[src/include/vips_cfg.svh]
/*
 * Constants for the vectored interrupt priority and state block:
 * register offsets, field positions, reset values.
 * Assumes inclusion by bare name from the package and design files.
 */
`ifndef VIPS_CFG_SVH
`define VIPS_CFG_SVH

// ----------------------------------------------------------------
// Sizes
// ----------------------------------------------------------------
`define VIPS_NUM_IRQ 32
`define VIPS_IDX_W 5
`define VIPS_PRIO_W 2
`define VIPS_ADDR_W 12
`define VIPS_NUM_PRIO_REG 8

// ----------------------------------------------------------------
// Register byte offsets
// ----------------------------------------------------------------
`define VIPS_OFS_ENA_SET 12'h100
`define VIPS_OFS_ENA_CLR 12'h180
`define VIPS_OFS_PEND_SET 12'h200
`define VIPS_OFS_PEND_CLR 12'h280
`define VIPS_OFS_ACTIVE 12'h300
`define VIPS_OFS_LEVEL_MODE 12'h380
`define VIPS_OFS_PRIO_BASE 12'h400
`define VIPS_OFS_PRIO_LAST 12'h41c

// ----------------------------------------------------------------
// Field layout and reset values
// ----------------------------------------------------------------
`define VIPS_PRIO_LSB 6
`define VIPS_LANE_W 8
`define VIPS_RST_WORD 32'h0000_0000
`define VIPS_RST_PRIO 2'h0

`endif

[src/include/vips_pkg.sv]
/*
 * Types shared by the vectored interrupt priority and state block.
 * Assumes vips_cfg.svh is on the include path.
 */
`include "vips_cfg.svh"

package vips_pkg;
    // Per-line state, Gray coded along inactive-pending-active path
    typedef enum logic [1:0] {
        VIPS_INACTIVE = 2'h0,
        VIPS_PENDING = 2'h1,
        VIPS_ACTIVE_PEND = 2'h3,
        VIPS_ACTIVE = 2'h2
    } vips_state_t;

    typedef logic [`VIPS_NUM_IRQ-1:0] vips_vec_t;
    typedef logic [`VIPS_PRIO_W-1:0] vips_prio_t;
    typedef logic [`VIPS_IDX_W-1:0] vips_idx_t;
endpackage

[src/design/vips_prio_mem.sv]
/*
 * Priority storage: 32 two-bit priority fields, eight word registers.
 * Read data come out of a register one cycle after the read strobe.
 * Assumes word-only accesses; the host decodes the word index.
 */
`timescale 1ns/1ps
`include "vips_cfg.svh"

module vips_prio_mem
    import vips_pkg::*;
(
    // Clock and reset
    input wire logic ref_clk,
    input wire logic rst,
    // Word port
    input wire logic [2:0] word_idx,
    input wire logic wr_en,
    input wire logic [31:0] wr_data,
    input wire logic rd_en,
    output logic [31:0] rd_data,
    // Flat view for the arbiter
    output logic [`VIPS_NUM_IRQ*`VIPS_PRIO_W-1:0] prio_flat
);
    logic [`VIPS_NUM_IRQ*`VIPS_PRIO_W-1:0] prio_ff;
    logic [31:0] rd_data_ff;
    logic [7:0] word_fields;
    logic [31:0] word_view;

    // Fields of the addressed word, two bits per line
    assign word_fields = prio_ff[word_idx*8 +: 8];

    // Only bits 7:6 of each lane exist; the rest read zero
    assign word_view = {word_fields[7:6], 6'h00, word_fields[5:4], 6'h00,
                        word_fields[3:2], 6'h00, word_fields[1:0], 6'h00}; // [RQ4] [RQ5]

    // Store the top two bits of each lane, drop the low six
    always_ff @(posedge ref_clk) begin
        if (rst) begin
            prio_ff <= '0;
        end else if (wr_en) begin
            prio_ff[word_idx*8 +: 8] <= {wr_data[31:30], wr_data[23:22],
                                         wr_data[15:14], wr_data[7:6]}; // [RQ1] [RQ4]
        end
    end

    // Registered read data
    always_ff @(posedge ref_clk) begin
        if (rst) begin
            rd_data_ff <= `VIPS_RST_WORD;
        end else if (rd_en) begin
            rd_data_ff <= word_view;
        end
    end

    assign rd_data = rd_data_ff;
    assign prio_flat = prio_ff;
endmodule

[src/design/vips_arbiter.sv]
/*
 * Picks the enabled pending line with the lowest priority value,
 * lowest line number among equals. Purely combinational.
 * Assumes priority vector and pending/enable masks on the same clock.
 */
`timescale 1ns/1ps
`include "vips_cfg.svh"

module vips_arbiter
    import vips_pkg::*;
(
    // Candidate lines
    input wire logic [`VIPS_NUM_IRQ-1:0] cand,
    input wire logic [`VIPS_NUM_IRQ*`VIPS_PRIO_W-1:0] prio_flat,
    // Winner
    output logic found,
    output logic [`VIPS_IDX_W-1:0] win_idx,
    output logic [`VIPS_PRIO_W-1:0] win_prio
);
    // Scan from the top so the lowest index wins a tie
    always_comb begin
        found = 1'b0;
        win_idx = '0;
        win_prio = '1;
        for (int i = `VIPS_NUM_IRQ - 1; i >= 0; i--) begin
            if (cand[i] && (!found || prio_flat[i*2 +: 2] <= win_prio)) begin // [RQ3] [RQ21]
                found = 1'b1;
                win_idx = i[`VIPS_IDX_W-1:0];
                win_prio = prio_flat[i*2 +: 2];
            end
        end
    end
endmodule

[src/design/vips_top.sv]
/*
 * Vectored interrupt priority and state controller, 32 lines.
 * Holds per-line state, enables, priorities and presents the winning
 * pending line to the core. The core acknowledges handler entry and
 * handler exit with one-cycle strobes carrying the line number.
 * Assumes request lines come from logic on ref_clk and a simple
 * register port with read data one cycle after the read strobe.
 */
// Behaviour
// RQ1: Each of 32 lines has a 2-bit priority in eight word registers.
// RQ2: Priority registers are word access only; narrower access unsupported.
// RQ3: Priority 0..3; smaller value wins arbitration.
// RQ4: Only bits 7:6 per lane kept; bits 5:0 read zero, writes dropped.
// RQ5: Line M priority in register M/4, lane M mod 4.
// RQ6: Requests sampled on ref_clk rising edge; pulses are latched.
// RQ7: Pulse sources hold the line at least one clock cycle.
// RQ8: Pending on level while not active, rising edge, or set-pending write.
// RQ9: Handler entry clears pending and marks the line active.
// RQ10: Level line on exit: pending if still asserted, else inactive.
// RQ11: Pulse during active handler makes line active and pending.
// RQ12: No pulse during handler: pulse line inactive on exit.
// RQ13: Clear-pending on asserted level line does nothing, else inactive.
// RQ14: Clear-pending on pulse: pending to inactive, active-pending to active.
// RQ15: Disabled lines still become pending; only taking is blocked.
// RQ16: Software uses aligned accesses only.
// RQ17: 32 lines, four priority levels, level 0 highest.
// RQ18: Enabled pending lines activate by priority; disabled never activate.
// RQ19: Enable set/clear views read enables; ones set or clear, zeros ignored.
// RQ20: Clear-pending never alters the active state.
// RQ21: Among equal top priorities the lowest line number is presented.
`timescale 1ns/1ps
`include "vips_cfg.svh"

module vips_top
    import vips_pkg::*;
(
    // Clock and reset
    input wire logic ref_clk,
    input wire logic rst,
    // Register port
    input wire logic [`VIPS_ADDR_W-1:0] reg_addr,
    input wire logic [31:0] reg_wdata,
    input wire logic reg_wr,
    input wire logic reg_rd,
    output logic [31:0] reg_rdata,
    // Peripheral request lines
    input wire logic [`VIPS_NUM_IRQ-1:0] irq_req,
    // Core side
    output logic irq_valid,
    output logic [`VIPS_IDX_W-1:0] irq_id,
    output logic [`VIPS_PRIO_W-1:0] irq_prio,
    input wire logic handler_enter,
    input wire logic [`VIPS_IDX_W-1:0] enter_id,
    input wire logic handler_exit,
    input wire logic [`VIPS_IDX_W-1:0] exit_id
);
    // ----------------------------------------------------------------
    // Declarations
    // ----------------------------------------------------------------
    vips_vec_t req_ff;
    vips_vec_t enable_ff, level_mode_ff, pend_ff, act_ff;
    vips_vec_t nxt_pend, nxt_act, nxt_enable, nxt_level_mode;
    vips_vec_t nxt_req, rise;
    vips_vec_t set_pend_w, clr_pend_w, enter_vec, exit_vec, cand;
    logic [31:0] rd_mux_ff, nxt_rd_mux, prio_rdata;
    logic rd_prio_ff;
    logic [`VIPS_NUM_IRQ*`VIPS_PRIO_W-1:0] prio_flat;
    logic arb_found;
    logic [`VIPS_IDX_W-1:0] arb_idx;
    logic [`VIPS_PRIO_W-1:0] arb_prio;
    logic hit_ena_set, hit_ena_clr, hit_pend_set, hit_pend_clr;
    logic hit_active, hit_level, hit_prio;
    logic prio_wr, prio_rd;
    logic [2:0] prio_word;

    // One-hot of a line number, used for entry and exit strobes
    function automatic vips_vec_t onehot(input vips_idx_t idx);
        vips_vec_t v;
        v = '0;
        v[idx] = 1'b1;
        return v;
    endfunction

    // ----------------------------------------------------------------
    // Request sampling
    // ----------------------------------------------------------------
    // Lines come from logic on ref_clk, so no synchroniser here.
    // An agreement filter would swallow a pulse one cycle wide.
    always_ff @(posedge ref_clk) begin
        if (rst) begin
            req_ff <= '0;
        end else begin
            req_ff <= nxt_req; // [RQ6]
        end
    end

    // Line level as sampled at this edge
    assign nxt_req = irq_req; // [RQ6]
    // One whole cycle high is enough to show up as a rising edge
    assign rise = nxt_req & ~req_ff;

    // ----------------------------------------------------------------
    // Register decode
    // ----------------------------------------------------------------
    assign hit_ena_set = reg_addr == `VIPS_OFS_ENA_SET;
    assign hit_ena_clr = reg_addr == `VIPS_OFS_ENA_CLR;
    assign hit_pend_set = reg_addr == `VIPS_OFS_PEND_SET;
    assign hit_pend_clr = reg_addr == `VIPS_OFS_PEND_CLR;
    assign hit_active = reg_addr == `VIPS_OFS_ACTIVE;
    assign hit_level = reg_addr == `VIPS_OFS_LEVEL_MODE;
    // Aligned words only; low address bits must be zero [RQ2] [RQ16]
    assign hit_prio = reg_addr >= `VIPS_OFS_PRIO_BASE && reg_addr <= `VIPS_OFS_PRIO_LAST
                      && reg_addr[1:0] == 2'h0;
    assign prio_word = reg_addr[4:2]; // [RQ5]
    assign prio_wr = reg_wr && hit_prio;
    assign prio_rd = reg_rd && hit_prio;

    // Write strobes per line
    assign set_pend_w = (reg_wr && hit_pend_set) ? reg_wdata : '0;
    assign clr_pend_w = (reg_wr && hit_pend_clr) ? reg_wdata : '0;
    assign enter_vec = handler_enter ? onehot(enter_id) : '0;
    assign exit_vec = handler_exit ? onehot(exit_id) : '0;

    // ----------------------------------------------------------------
    // Enable and mode registers
    // ----------------------------------------------------------------
    // Ones set or clear; zeros leave enables alone
    always_comb begin
        nxt_enable = enable_ff;
        if (reg_wr && hit_ena_set) begin
            nxt_enable = enable_ff | reg_wdata; // [RQ19]
        end
        if (reg_wr && hit_ena_clr) begin
            nxt_enable = enable_ff & ~reg_wdata; // [RQ19]
        end
        nxt_level_mode = (reg_wr && hit_level) ? reg_wdata : level_mode_ff;
    end

    always_ff @(posedge ref_clk) begin
        if (rst) begin
            enable_ff <= `VIPS_RST_WORD;
            level_mode_ff <= `VIPS_RST_WORD;
        end else begin
            enable_ff <= nxt_enable;
            level_mode_ff <= nxt_level_mode;
        end
    end

    // ----------------------------------------------------------------
    // Per-line state
    // ----------------------------------------------------------------
    // Order of events within one cycle: exit, entry, clear, then sets.
    // Hardware sets come last so an event in a clear cycle is kept.
    always_comb begin
        nxt_pend = pend_ff;
        nxt_act = act_ff;
        for (int i = 0; i < `VIPS_NUM_IRQ; i++) begin
            if (exit_vec[i]) begin
                nxt_act[i] = 1'b0;
                if (level_mode_ff[i]) begin
                    nxt_pend[i] = nxt_req[i]; // [RQ10]
                end
                // Pulse line keeps pending only if a pulse came [RQ11] [RQ12]
            end
            if (enter_vec[i]) begin
                nxt_pend[i] = 1'b0; // [RQ9]
                nxt_act[i] = 1'b1; // [RQ9]
            end
            if (clr_pend_w[i]) begin
                // Active bit untouched by a clear [RQ20]
                if (level_mode_ff[i]) begin
                    if (!nxt_req[i]) begin
                        nxt_pend[i] = 1'b0; // [RQ13]
                    end
                end else begin
                    nxt_pend[i] = 1'b0; // [RQ14]
                end
            end
            // Level seen while not active, rising edge, or software set
            if (level_mode_ff[i] && nxt_req[i] && !nxt_act[i]) begin
                nxt_pend[i] = 1'b1; // [RQ8]
            end
            if (!level_mode_ff[i] && rise[i]) begin
                nxt_pend[i] = 1'b1; // [RQ8] [RQ11]
            end
            if (set_pend_w[i]) begin
                nxt_pend[i] = 1'b1; // [RQ8]
            end
        end
    end

    // Enable has no part here: disabled lines still go pending [RQ15]
    always_ff @(posedge ref_clk) begin
        if (rst) begin
            pend_ff <= '0;
            act_ff <= '0;
        end else begin
            pend_ff <= nxt_pend;
            act_ff <= nxt_act;
        end
    end

    // ----------------------------------------------------------------
    // Priority store and arbitration
    // ----------------------------------------------------------------
    vips_prio_mem u_prio_mem (
        .ref_clk(ref_clk),
        .rst(rst),
        .word_idx(prio_word),
        .wr_en(prio_wr),
        .wr_data(reg_wdata),
        .rd_en(prio_rd),
        .rd_data(prio_rdata),
        .prio_flat(prio_flat)
    );

    // Only enabled, pending, not yet active lines compete [RQ18]
    assign cand = pend_ff & enable_ff & ~act_ff;

    vips_arbiter u_arbiter (
        .cand(cand),
        .prio_flat(prio_flat),
        .found(arb_found),
        .win_idx(arb_idx),
        .win_prio(arb_prio)
    );

    // Offer to the core, level 0 beats 3 [RQ17] [RQ18]
    assign irq_valid = arb_found;
    assign irq_id = arb_idx;
    assign irq_prio = arb_prio;

    // ----------------------------------------------------------------
    // Read path
    // ----------------------------------------------------------------
    // Both enable views show enables; both pending views show pending
    always_comb begin
        nxt_rd_mux = '0;
        if (hit_ena_set || hit_ena_clr) begin
            nxt_rd_mux = enable_ff; // [RQ19]
        end else if (hit_pend_set || hit_pend_clr) begin
            nxt_rd_mux = pend_ff;
        end else if (hit_active) begin
            nxt_rd_mux = act_ff;
        end else if (hit_level) begin
            nxt_rd_mux = level_mode_ff;
        end
    end

    // Unmapped addresses read zero
    always_ff @(posedge ref_clk) begin
        if (rst) begin
            rd_mux_ff <= '0;
            rd_prio_ff <= 1'b0;
        end else begin
            rd_mux_ff <= reg_rd ? nxt_rd_mux : '0;
            rd_prio_ff <= prio_rd;
        end
    end

    assign reg_rdata = rd_prio_ff ? prio_rdata : rd_mux_ff;
endmodule

[config.mk]
export PLATFORM = sky130hd
export DESIGN_NAME = vips_top
export DESIGN_NICKNAME = d
export VERILOG_FILES = /design/src/include/vips_pkg.sv /design/src/design/vips_prio_mem.sv /design/src/design/vips_arbiter.sv /design/src/design/vips_top.sv
export VERILOG_INCLUDE_DIRS = /design/src /design/src/include
export SDC_FILE = /design/constraint.sdc
export NUM_CORES = 1
export LEC_CHECK = 0
export BUFFER_PORTS_ARGS = -buffer_cell sky130_fd_sc_hd__buf_4
export CORE_MARGIN = 1
export CORE_UTILIZATION = 60
export DETAILED_ROUTE_END_ITERATION = 8
export GPL_TIMING_DRIVEN = 0
export PLACE_DENSITY = 0.77
export SYNTH_ARGS = -nofsm -noshare
export SYNTH_HDL_FRONTEND = slang
export SYNTH_SLANG_ARGS = --single-unit
export TNS_END_PERCENT = 20
[constraint.sdc]
create_clock -name ref_clk -period 61.7 [get_ports ref_clk]
set_input_delay 9.255 -clock ref_clk [delete_from_list [all_inputs] [get_ports ref_clk]]
set_output_delay 9.255 -clock ref_clk [all_outputs]
set_load 0.05 [all_outputs]
After elaboration in Yosys (flattened, before gate mapping):

Cells that the tools add are included.

* register bits after elaboration: 265
* output and inout bits: 40
* logic and storage cells: 798

* $add $sub $neg: 1
* $lt $le $gt $ge: 37
* equality and inequality tests: 6
* shifts and indexed selects: 3
* mux-type cells: 464
* bitwise operators: 9
* reductions and logical operators: 269

Operator list (number)
* two-way mux 1 bit: 386
* two-way mux 32 bit: 11
* two-way mux 5 bit: 32
* logical AND 1 bit: 138
* bitwise AND 32 bit: 4
* inverter 32 bit: 3
* zero test 1 bit: 95
* bitwise mux 64 bit: 1
* two-way mux 2 bit: 32
* variable shift 8 x 34 -> 64 bit, first input constant: 1
* indexed part select 64 x 7 -> 8 bit: 1
* indexed part select 8 x 34 -> 64 bit: 1
* <= comparator 2 bit: 31
* == test 12 x 10 -> 1 bit, second input constant: 4
* negation 6 -> 34 bit: 1
* logical OR 1 bit: 33
* OR 32 bit: 1
* == test 12 x 9 -> 1 bit, second input constant: 2
* >= comparator 12 x 11 -> 1 bit, second input constant: 1
* <= comparator 12 x 11 -> 1 bit, second input constant: 1
* less-than comparator 5 x 6 -> 1 bit, second input constant: 2
* demux 1 bit (select 5 bit): 2
* >= comparator 5 x 1 -> 1 bit, second input constant: 2
* zero test 2 bit: 1
* other kinds (3): 3

Longest topological paths before layout:

Gate-level depths: netlist (run 1).

* word-level depth: 127
* gate-level depth with buffers: 231

Hierarchy:

Synthesis (run 1) repeated with hierarchy kept, for this count alone.

* cells, all modules: 2162
* area, all modules: 17297.8 um2

Modules (own cells, without submodules)
* vips_top: times used 1, cells an instance 1171, area an instance 9918.3 um2, seq. area each 3863.7 um2
* vips_arbiter: times used 1, cells an instance 568, area an instance 3736.1 um2, seq. area each 0.0 um2
* vips_prio_mem: times used 1, cells an instance 423, area an instance 3643.5 um2, seq. area each 1441.4 um2

Worst setup path after synthesis (run 1):

OpenSTA, ideal clock, no wires.

* path type: reg2out
* start point: register pend_ff[31]
* end point: output irq_id[4]
* arrival time: 39.500 ns
* data required time: 52.445 ns
* slack: 12.945 ns
* stages on the path, launching flop included: 220
* path through: dfxtp_1 and3b_1 buf_4 nand2b_1 ha_1 nand2_1 o211a_1 or3_1 nand2_1 ha_1 nand2_1 o221ai_1 and2_1 o31ai_1 ha_1 nand2_1 o21ai_0 o21ai_0 [184 not listed] o21ai_1 or2_2 o21ba_2 ha_1 nor2b_1 o21ai_0 o21a_1 mux2i_1 o2111ai_1 o21ai_0 ha_1 nand2_1 o21ai_0 o21ba_2 clkbuf_1 nor2_1 nand3_1 a2111oi_0

* cells in the longest elaborated chain, start to end: 127
* elaborated cells on any way between the ends: 220

Ends and longest elaborated chain
* start: declaration: RTL line vips_top.sv:61 `vips_vec_t enable_ff, level_mode_ff, pend_ff, act_ff;`
* start signal: assignment: RTL line vips_top.sv:198 `pend_ff <= nxt_pend;`
* bitwise AND 32 bit * (2 in series): RTL line vips_top.sv:218 `assign cand = pend_ff & enable_ff & ~act_ff;`
* two-way mux 2 bit / two-way mux 1 bit (equally long branches): RTL line vips_arbiter.sv:26 `if (cand[i] && (!found || prio_flat[i*2 +: 2] <= win_prio)) begin`
* <= comparator 2 bit / zero test 1 bit (equally long branches): RTL line vips_arbiter.sv:26
* logical OR 1 bit: RTL line vips_arbiter.sv:26
* logical AND 1 bit: RTL line vips_arbiter.sv:26
* two-way mux 2 bit / two-way mux 1 bit (equally long branches): RTL line vips_arbiter.sv:26
* <= comparator 2 bit / zero test 1 bit (equally long branches): RTL line vips_arbiter.sv:26
* logical OR 1 bit: RTL line vips_arbiter.sv:26
* [110 not listed]
* <= comparator 2 bit / zero test 1 bit (equally long branches): RTL line vips_arbiter.sv:26
* logical OR 1 bit: RTL line vips_arbiter.sv:26
* logical AND 1 bit: RTL line vips_arbiter.sv:26
* two-way mux 2 bit / two-way mux 1 bit (equally long branches): RTL line vips_arbiter.sv:26
* <= comparator 2 bit / zero test 1 bit (equally long branches): RTL line vips_arbiter.sv:26
* logical OR 1 bit: RTL line vips_arbiter.sv:26
* logical AND 1 bit: RTL line vips_arbiter.sv:26
* two-way mux 5 bit *: RTL line vips_arbiter.sv:26
* end: declaration: RTL line vips_top.sv:50 `` output logic [`VIPS_IDX_W-1:0] irq_id, ``

Mark *: on every way between the ends. The rest lies on a longest branch, timed or not.

Worst setup path after layout (run 1):

Ends and elaborated chain as after synthesis.

==> results of run 1 <==
[cell families after synthesis]
logic type,after synthesis
buffers and inverters,182
adder cells (fa/ha/maj),67
flip-flops,265
AO/OA/AOI/OAI,581
multiplexers,84
AND/OR/NAND/NOR,967
[final cells by class]
class / count / area share, %
Buffer: 125 / 2.69
Timing Repair Buffer: 128 / 5.09
Sequential cell: 265 / 28.1
Tap cell: 341 / 2.26
Multi-Input combinational cell: 1699 / 54.8
Clock buffer: 38 / 4.29
Inverter: 57 / 1.13
Clock inverter: 16 / 1.61
[path summary, 6_finish.rpt]
| kind | startpoint | endpoint | depth (start not counted) |
|---|---|---|---|
| setup / recovery | pend_ff[31] | irq_id[4] | 221 |
| hold / removal | u_prio_mem.prio_flat[16] | u_prio_mem.prio_flat[16] | 2 |
| setup reg to reg | u_prio_mem.prio_flat[12] | u_prio_mem.rd_data[22] | 3 |
| hold reg to reg | u_prio_mem.prio_flat[16] | u_prio_mem.prio_flat[16] | 2 |
[cells in the mapped netlist, drive strengths merged (48+ instances only)]
cell type and count:
nand2 352, inv 56, nor2b 90, clkbuf 105, mux2i 48, dfxtp 265
o21ai 81, ha 67, a22oi 55, nand3 84, nor2 265, a21oi 231
[metal layers]
metal  vias to the layer above  wire [um]
met5                         -          0
met4                         0       3820
met3                       281       7360
met2                      1276      27600
met1                      8419      23900
li1                       8043          -
[power by group through the flow]
stage / sequential (mW) / clock [mW] / combinational (mW)
floorplan: 0.179 / 0 / 0.0163
global placement: 0.180 / 0 / 0.0309
detailed placement: 0.180 / 0 / 0.0314
CTS: 0.176 / 0.202 / 0.0316
global route: 0.177 / 0.209 / 0.0344
finish: 0.177 / 0.204 / 0.0331
[critical path: cells and delay by family, from the launching register on]
| kind | cells | cell delay (ns) |
|---|---|---|
| flops | 1 | 0.40 |
| compound gates | 99 | 23.71 |
| simple gates | 69 | 10.46 |
| buf+inv | 13 | 2.04 |
| fa+ha+maj | 31 | 8.23 |
| mux | 9 | 2.90 |
[through the flow]
| stage | utilization (%) | instances | instance area, sq um | power, mW | worst slack [ns] |
|---|---|---|---|---|---|
| 6_report | 70.2 | 2669 | 18900 | 0.413 | 3.97 |
| 3_5_place_dp | 66.0 | 2615 | 17800 | 0.212 | 6.23 |
| 2_1_floorplan | - | 2146 | 16400 | 0.196 | 12.94 |
| 5_1_grt | 70.2 | 2669 | 18900 | 0.420 | 0.735 |
| 4_1_cts | 70.2 | 2669 | 18900 | 0.410 | 5.22 |
| 3_3_place_gp | 66.0 | 2615 | 17700 | 0.211 | 7.01 |
==> results.cfg, run 1 <==
[routing]
wl_mm = 62.7
dr.pass1.iters = 7
wl_per_cell_um = 23.5
vias = 18000
via_per_inst = 6.75
drc = 0
ant_nets = 0
dr.first_iter.drc_count = 2554

[synthesis]
postSynthAreaPerCell_sq_um = 7.62
netlist_top_cells_area = dfxtp_1 32%, nand2_1 8.1%, a21oi_1 7.1%
synth_edf_count = 0
synth_xor_area_share_pct = 0
synth_compound_area_share_pct = 23.6
ys_seq_area_share_pct = 32.4
synthAdderAreaFrac_pct = 5.12
syn_inst = 2146
synthesis.nets = 2305
synth-simple-area-share_pct = 27.9
syn-cell-area_sq_um = 16400
asyncSetResetFlopFracSynth_pct = 0
ys_ff_latch = 265
yosys.area.top_type = dfxtp_1
synth_top_family_by_area = simple AND/OR/NAND/NOR gates
yosysUniqueCellTypes = 85
muxShareOfSynthArea_pct = 6.52
synthFlopType = dfxtp_1
synth_top_area_share_pct = 32.4
ys_warn_count = 0

[layout]
multi_input_area_sq_um = 10300
num-fill-cells = 2213
syn_to_final_growth_pct = 15.3
seq_area_sq_um = 5310
layout_common_cells = 352 x nand2_1, 265 x dfxtp_1, 264 x nor2_1
layout.nets = 2464
diodes = 0
layout_commonest_cell = nand2_1
layout-drive-gt1-share_pct = 11.2

[timing]
hold_viol = 0
finalSetupTns_ns = 0
fmax_mhz = 17.3
worst_slew_pin_slew_ns = 1.40
hold_ws_ns = 0.476
max_slew_margin_pct = 6.35
slew_viol_final = 0
period_share_pct = 93.6
fin_worst_skew_ns = 0.00997
min_period_ns = 57.73
setup_viol = 0
rsz0062_at_grt = false

[worst_setup_path]
end_kind = output pin
arrival_ns = 48.47
slowest_stage = a2111oi_0
r2r_setup_slack_ns = 60.44
crit_type = reg2out
crit_fanout = 10
cpMostUsedCell = ha_1
required_ns = 52.44
startpoint_type = flop
max_stage_delay_ns = 0.79

[pwr]
p_switching_uw = 102
ir_drop_v = 0.0000245
clock_power_share_pct = 49.3
power_frac_comb_pct = 8.0
swShare_pct = 24.7
p_leak_nw = 7.06
p_int_uw = 311
powerDensity_nw_per_um2 = 21.9
seqPwrFrac_pct = 42.7

[floorplan]
die-height_um = 167
rows = 60
die-area_sq_um = 27900
design.core.area_sq_um = 26900
die_x_um = 167
io-pin-count = 132
start_util_pct = 60.9

[global_routing]
overflow = 0
antenna_found_initial = 0
grt_max_degree = 16
grt_pass1_wl_mm = 94.2
use_met1_pct = 57.2
grt-busiest-layer = met2
grt_usage_pct = 43.5
first_global_vias = 16500
met3_usage_pct = 6.24
met2_usage_pct = 68.6

[clocking]
cts_resized = 0
numCtsBuffers = 29
clk_latency_ns = 0.58
cts_tree = built
cts_root_buffer = clkbuf_16
cts_buffer_depth = 3
cts.sinks = 265
clkTransAtPathRegs_ns = 0.06
cts.hold.buffers_added = 0
cts_setup_buffers = 0
htree_levels = 1

[run]
max-cap-violations = 0

[min_path]
worstHoldPathType = reg2reg

[placement]
place.gp.congestion = 0.984
port_buffers = 128
dp_hpwl_mm = 45.8

[status]
status = finished clean
Power figures use the tool's default switching activity.
==> inputs of run 2 (changes only) <==
RECOVER_POWER = 25   (was unset)
==> results.cfg, run 2 (same netlist as run 1, synthesis figures left out) <==
[routing]
dr.pass1.iters = 6
via_per_inst = 6.77
vias = 18100
wl_per_cell_um = 23.5
drc = 0
ant_nets = 0
wl_mm = 62.7
dr.first_iter.drc_count = 2351

[timing]
finalSetupTns_ns = 0
max_slew_margin_pct = 7.18
period_share_pct = 93.5
timing.final.ws_setup_ns = 4.00
hold_viol = 0
min_period_ns = 57.70
fin_worst_skew_ns = 0.0112
worst_slew_pin_slew_ns = 1.39
slew_viol_final = 0
rsz0062_at_grt = false
setup_viol = 0
fmax_mhz = 17.3

[placement]
place_inst = 2615
place.gp.congestion = 0.984
dp_hpwl_mm = 45.8
port_buffers = 128
pre_cts_ws_ns = 6.23

[clocking]
numCtsBuffers = 29
cts_setup_buffers = 0
clkTransAtPathRegs_ns = 0.06
htree_levels = 1
clk_latency_ns = 0.58
cts_buffer_depth = 3
cts_tree = built
cts_resized = 0
cts.hold.buffers_added = 0
cts_root_buffer = clkbuf_16
cts.sinks = 265

[worst_setup_path]
cp_top_family = compound AO/OA/AOI/OAI gates
arrival_ns = 48.45
slowest_stage = a2111oi_0
startpoint_type = flop
cpMostUsedCell = ha_1
reg2reg_from = u_prio_mem.prio_flat[12]
r2r_cells = 3
crit_buf_inv = 13
max_stage_delay_ns = 0.74
critPathLaunch = pend_ff[31]
crit_cells = 221
crit_fanout = 10
r2r_setup_slack_ns = 60.44
reg2reg_to = u_prio_mem.rd_data[22]
required_ns = 52.44
crit_type = reg2out
end_kind = output pin

[pwr]
p_leak_nw = 7.02
powerDensity_nw_per_um2 = 22.0
ir_drop_v = 0.0000249

[run]
max-cap-violations = 0

[floorplan]
io-pin-count = 132
die-area_sq_um = 27900
die-height_um = 167
design.core.area_sq_um = 26900
die_x_um = 167
start_util_pct = 60.9
rows = 60

[layout]
fin_cells = 2669
layout.nets = 2464
layout-drive-gt1-share_pct = 10.8
layout_common_cells = 352 x nand2_1, 265 x dfxtp_1, 264 x nor2_1
layout_commonest_cell = nand2_1
diodes = 0
syn_to_final_growth_pct = 15.1
num-fill-cells = 2226

[min_path]
hold_path_end = u_prio_mem.prio_flat[16]
hold_depth = 2
worstHoldPathType = reg2reg
hp-start = u_prio_mem.prio_flat[16]

[global_routing]
overflow = 0
grt_usage_pct = 43.5
first_global_vias = 16500
antenna_found_initial = 0
grt_pass1_wl_mm = 94.2
grt_max_degree = 16

[status]
status = finished clean
-- run 2: changes by cell type in the layout (fill, tap and decap cells not counted) --
cell,previous run,this run
clkbuf_1,109,117
mux2_1,0,2
and2_0,0,1
and2_1,18,17
clkbuf_4,0,1
mux2_2,20,18
buf_4,131,122
-- run 2: how the worst max path moves through the flow --
stage / to / slack, ns
detailed placement: irq_id[4] / 6.23
finish: irq_id[4] / 4.00
global route: irq_id[4] / 0.74
global placement: irq_id[4] / 7.01
CTS: irq_id[4] / 5.22
floorplan: irq_id[4] / 12.94
-- run 2: tightest hold or removal path: cells and delay by family, from the launching register on --
family / cells / cell delay (ns)
flip-flops: 1 / 0.32
AO/OA/AOI/OAI: 1 / 0.05
AND/OR/NAND/NOR: 1 / 0.06
-- run 2: cell type report --
type                    instances  area, sq um  area share, %
multi-input cells            1699        10300           54.9
flip-flops and latches        265         5310           28.2
repair buffers                128          931           4.94
inverters                      57          214           1.14
clock buffers                  38          810           4.30
plain buffers                 125          507           2.69
clock inverters                16          303           1.61
well taps                     341          427           2.27
-- run 2: layer usage --
metal	vias to the layer above	global-route usage, %	routed length, um
met5	-	0	0
met4	0	24.6	3900
met3	278	6.24	7660
met2	1331	68.6	27400
met1	8407	57.2	23800
li1	8044	-	-
-- run 2: report_power, final --
| group | switching (mW) | leakage [nW] | internal [mW] | total (mW) |
|---|---|---|---|---|
| clock network | 0.0777 | 0.549 | 0.126 | 0.204 |
| registers | 0.00251 | 2.15 | 0.174 | 0.177 |
| logic | 0.0220 | 4.32 | 0.0110 | 0.0330 |
| total | 0.102 | 7.02 | 0.311 | 0.413 |
-- run 2: through the flow --
stage / hold slack (ns) / area [sq um] / util [%] / power [mW]
final: 0.478 / 18800 / 70.1 / 0.413
after global routing: 0.497 / 18800 / 70.1 / 0.420
after CTS: 0.477 / 18900 / 70.2 / 0.410
after detailed placement: 0.464 / 17800 / 66.0 / 0.212
after global placement: 0.462 / 17700 / 66.0 / 0.211
after floorplan: 0.437 / 16400 / - / 0.196
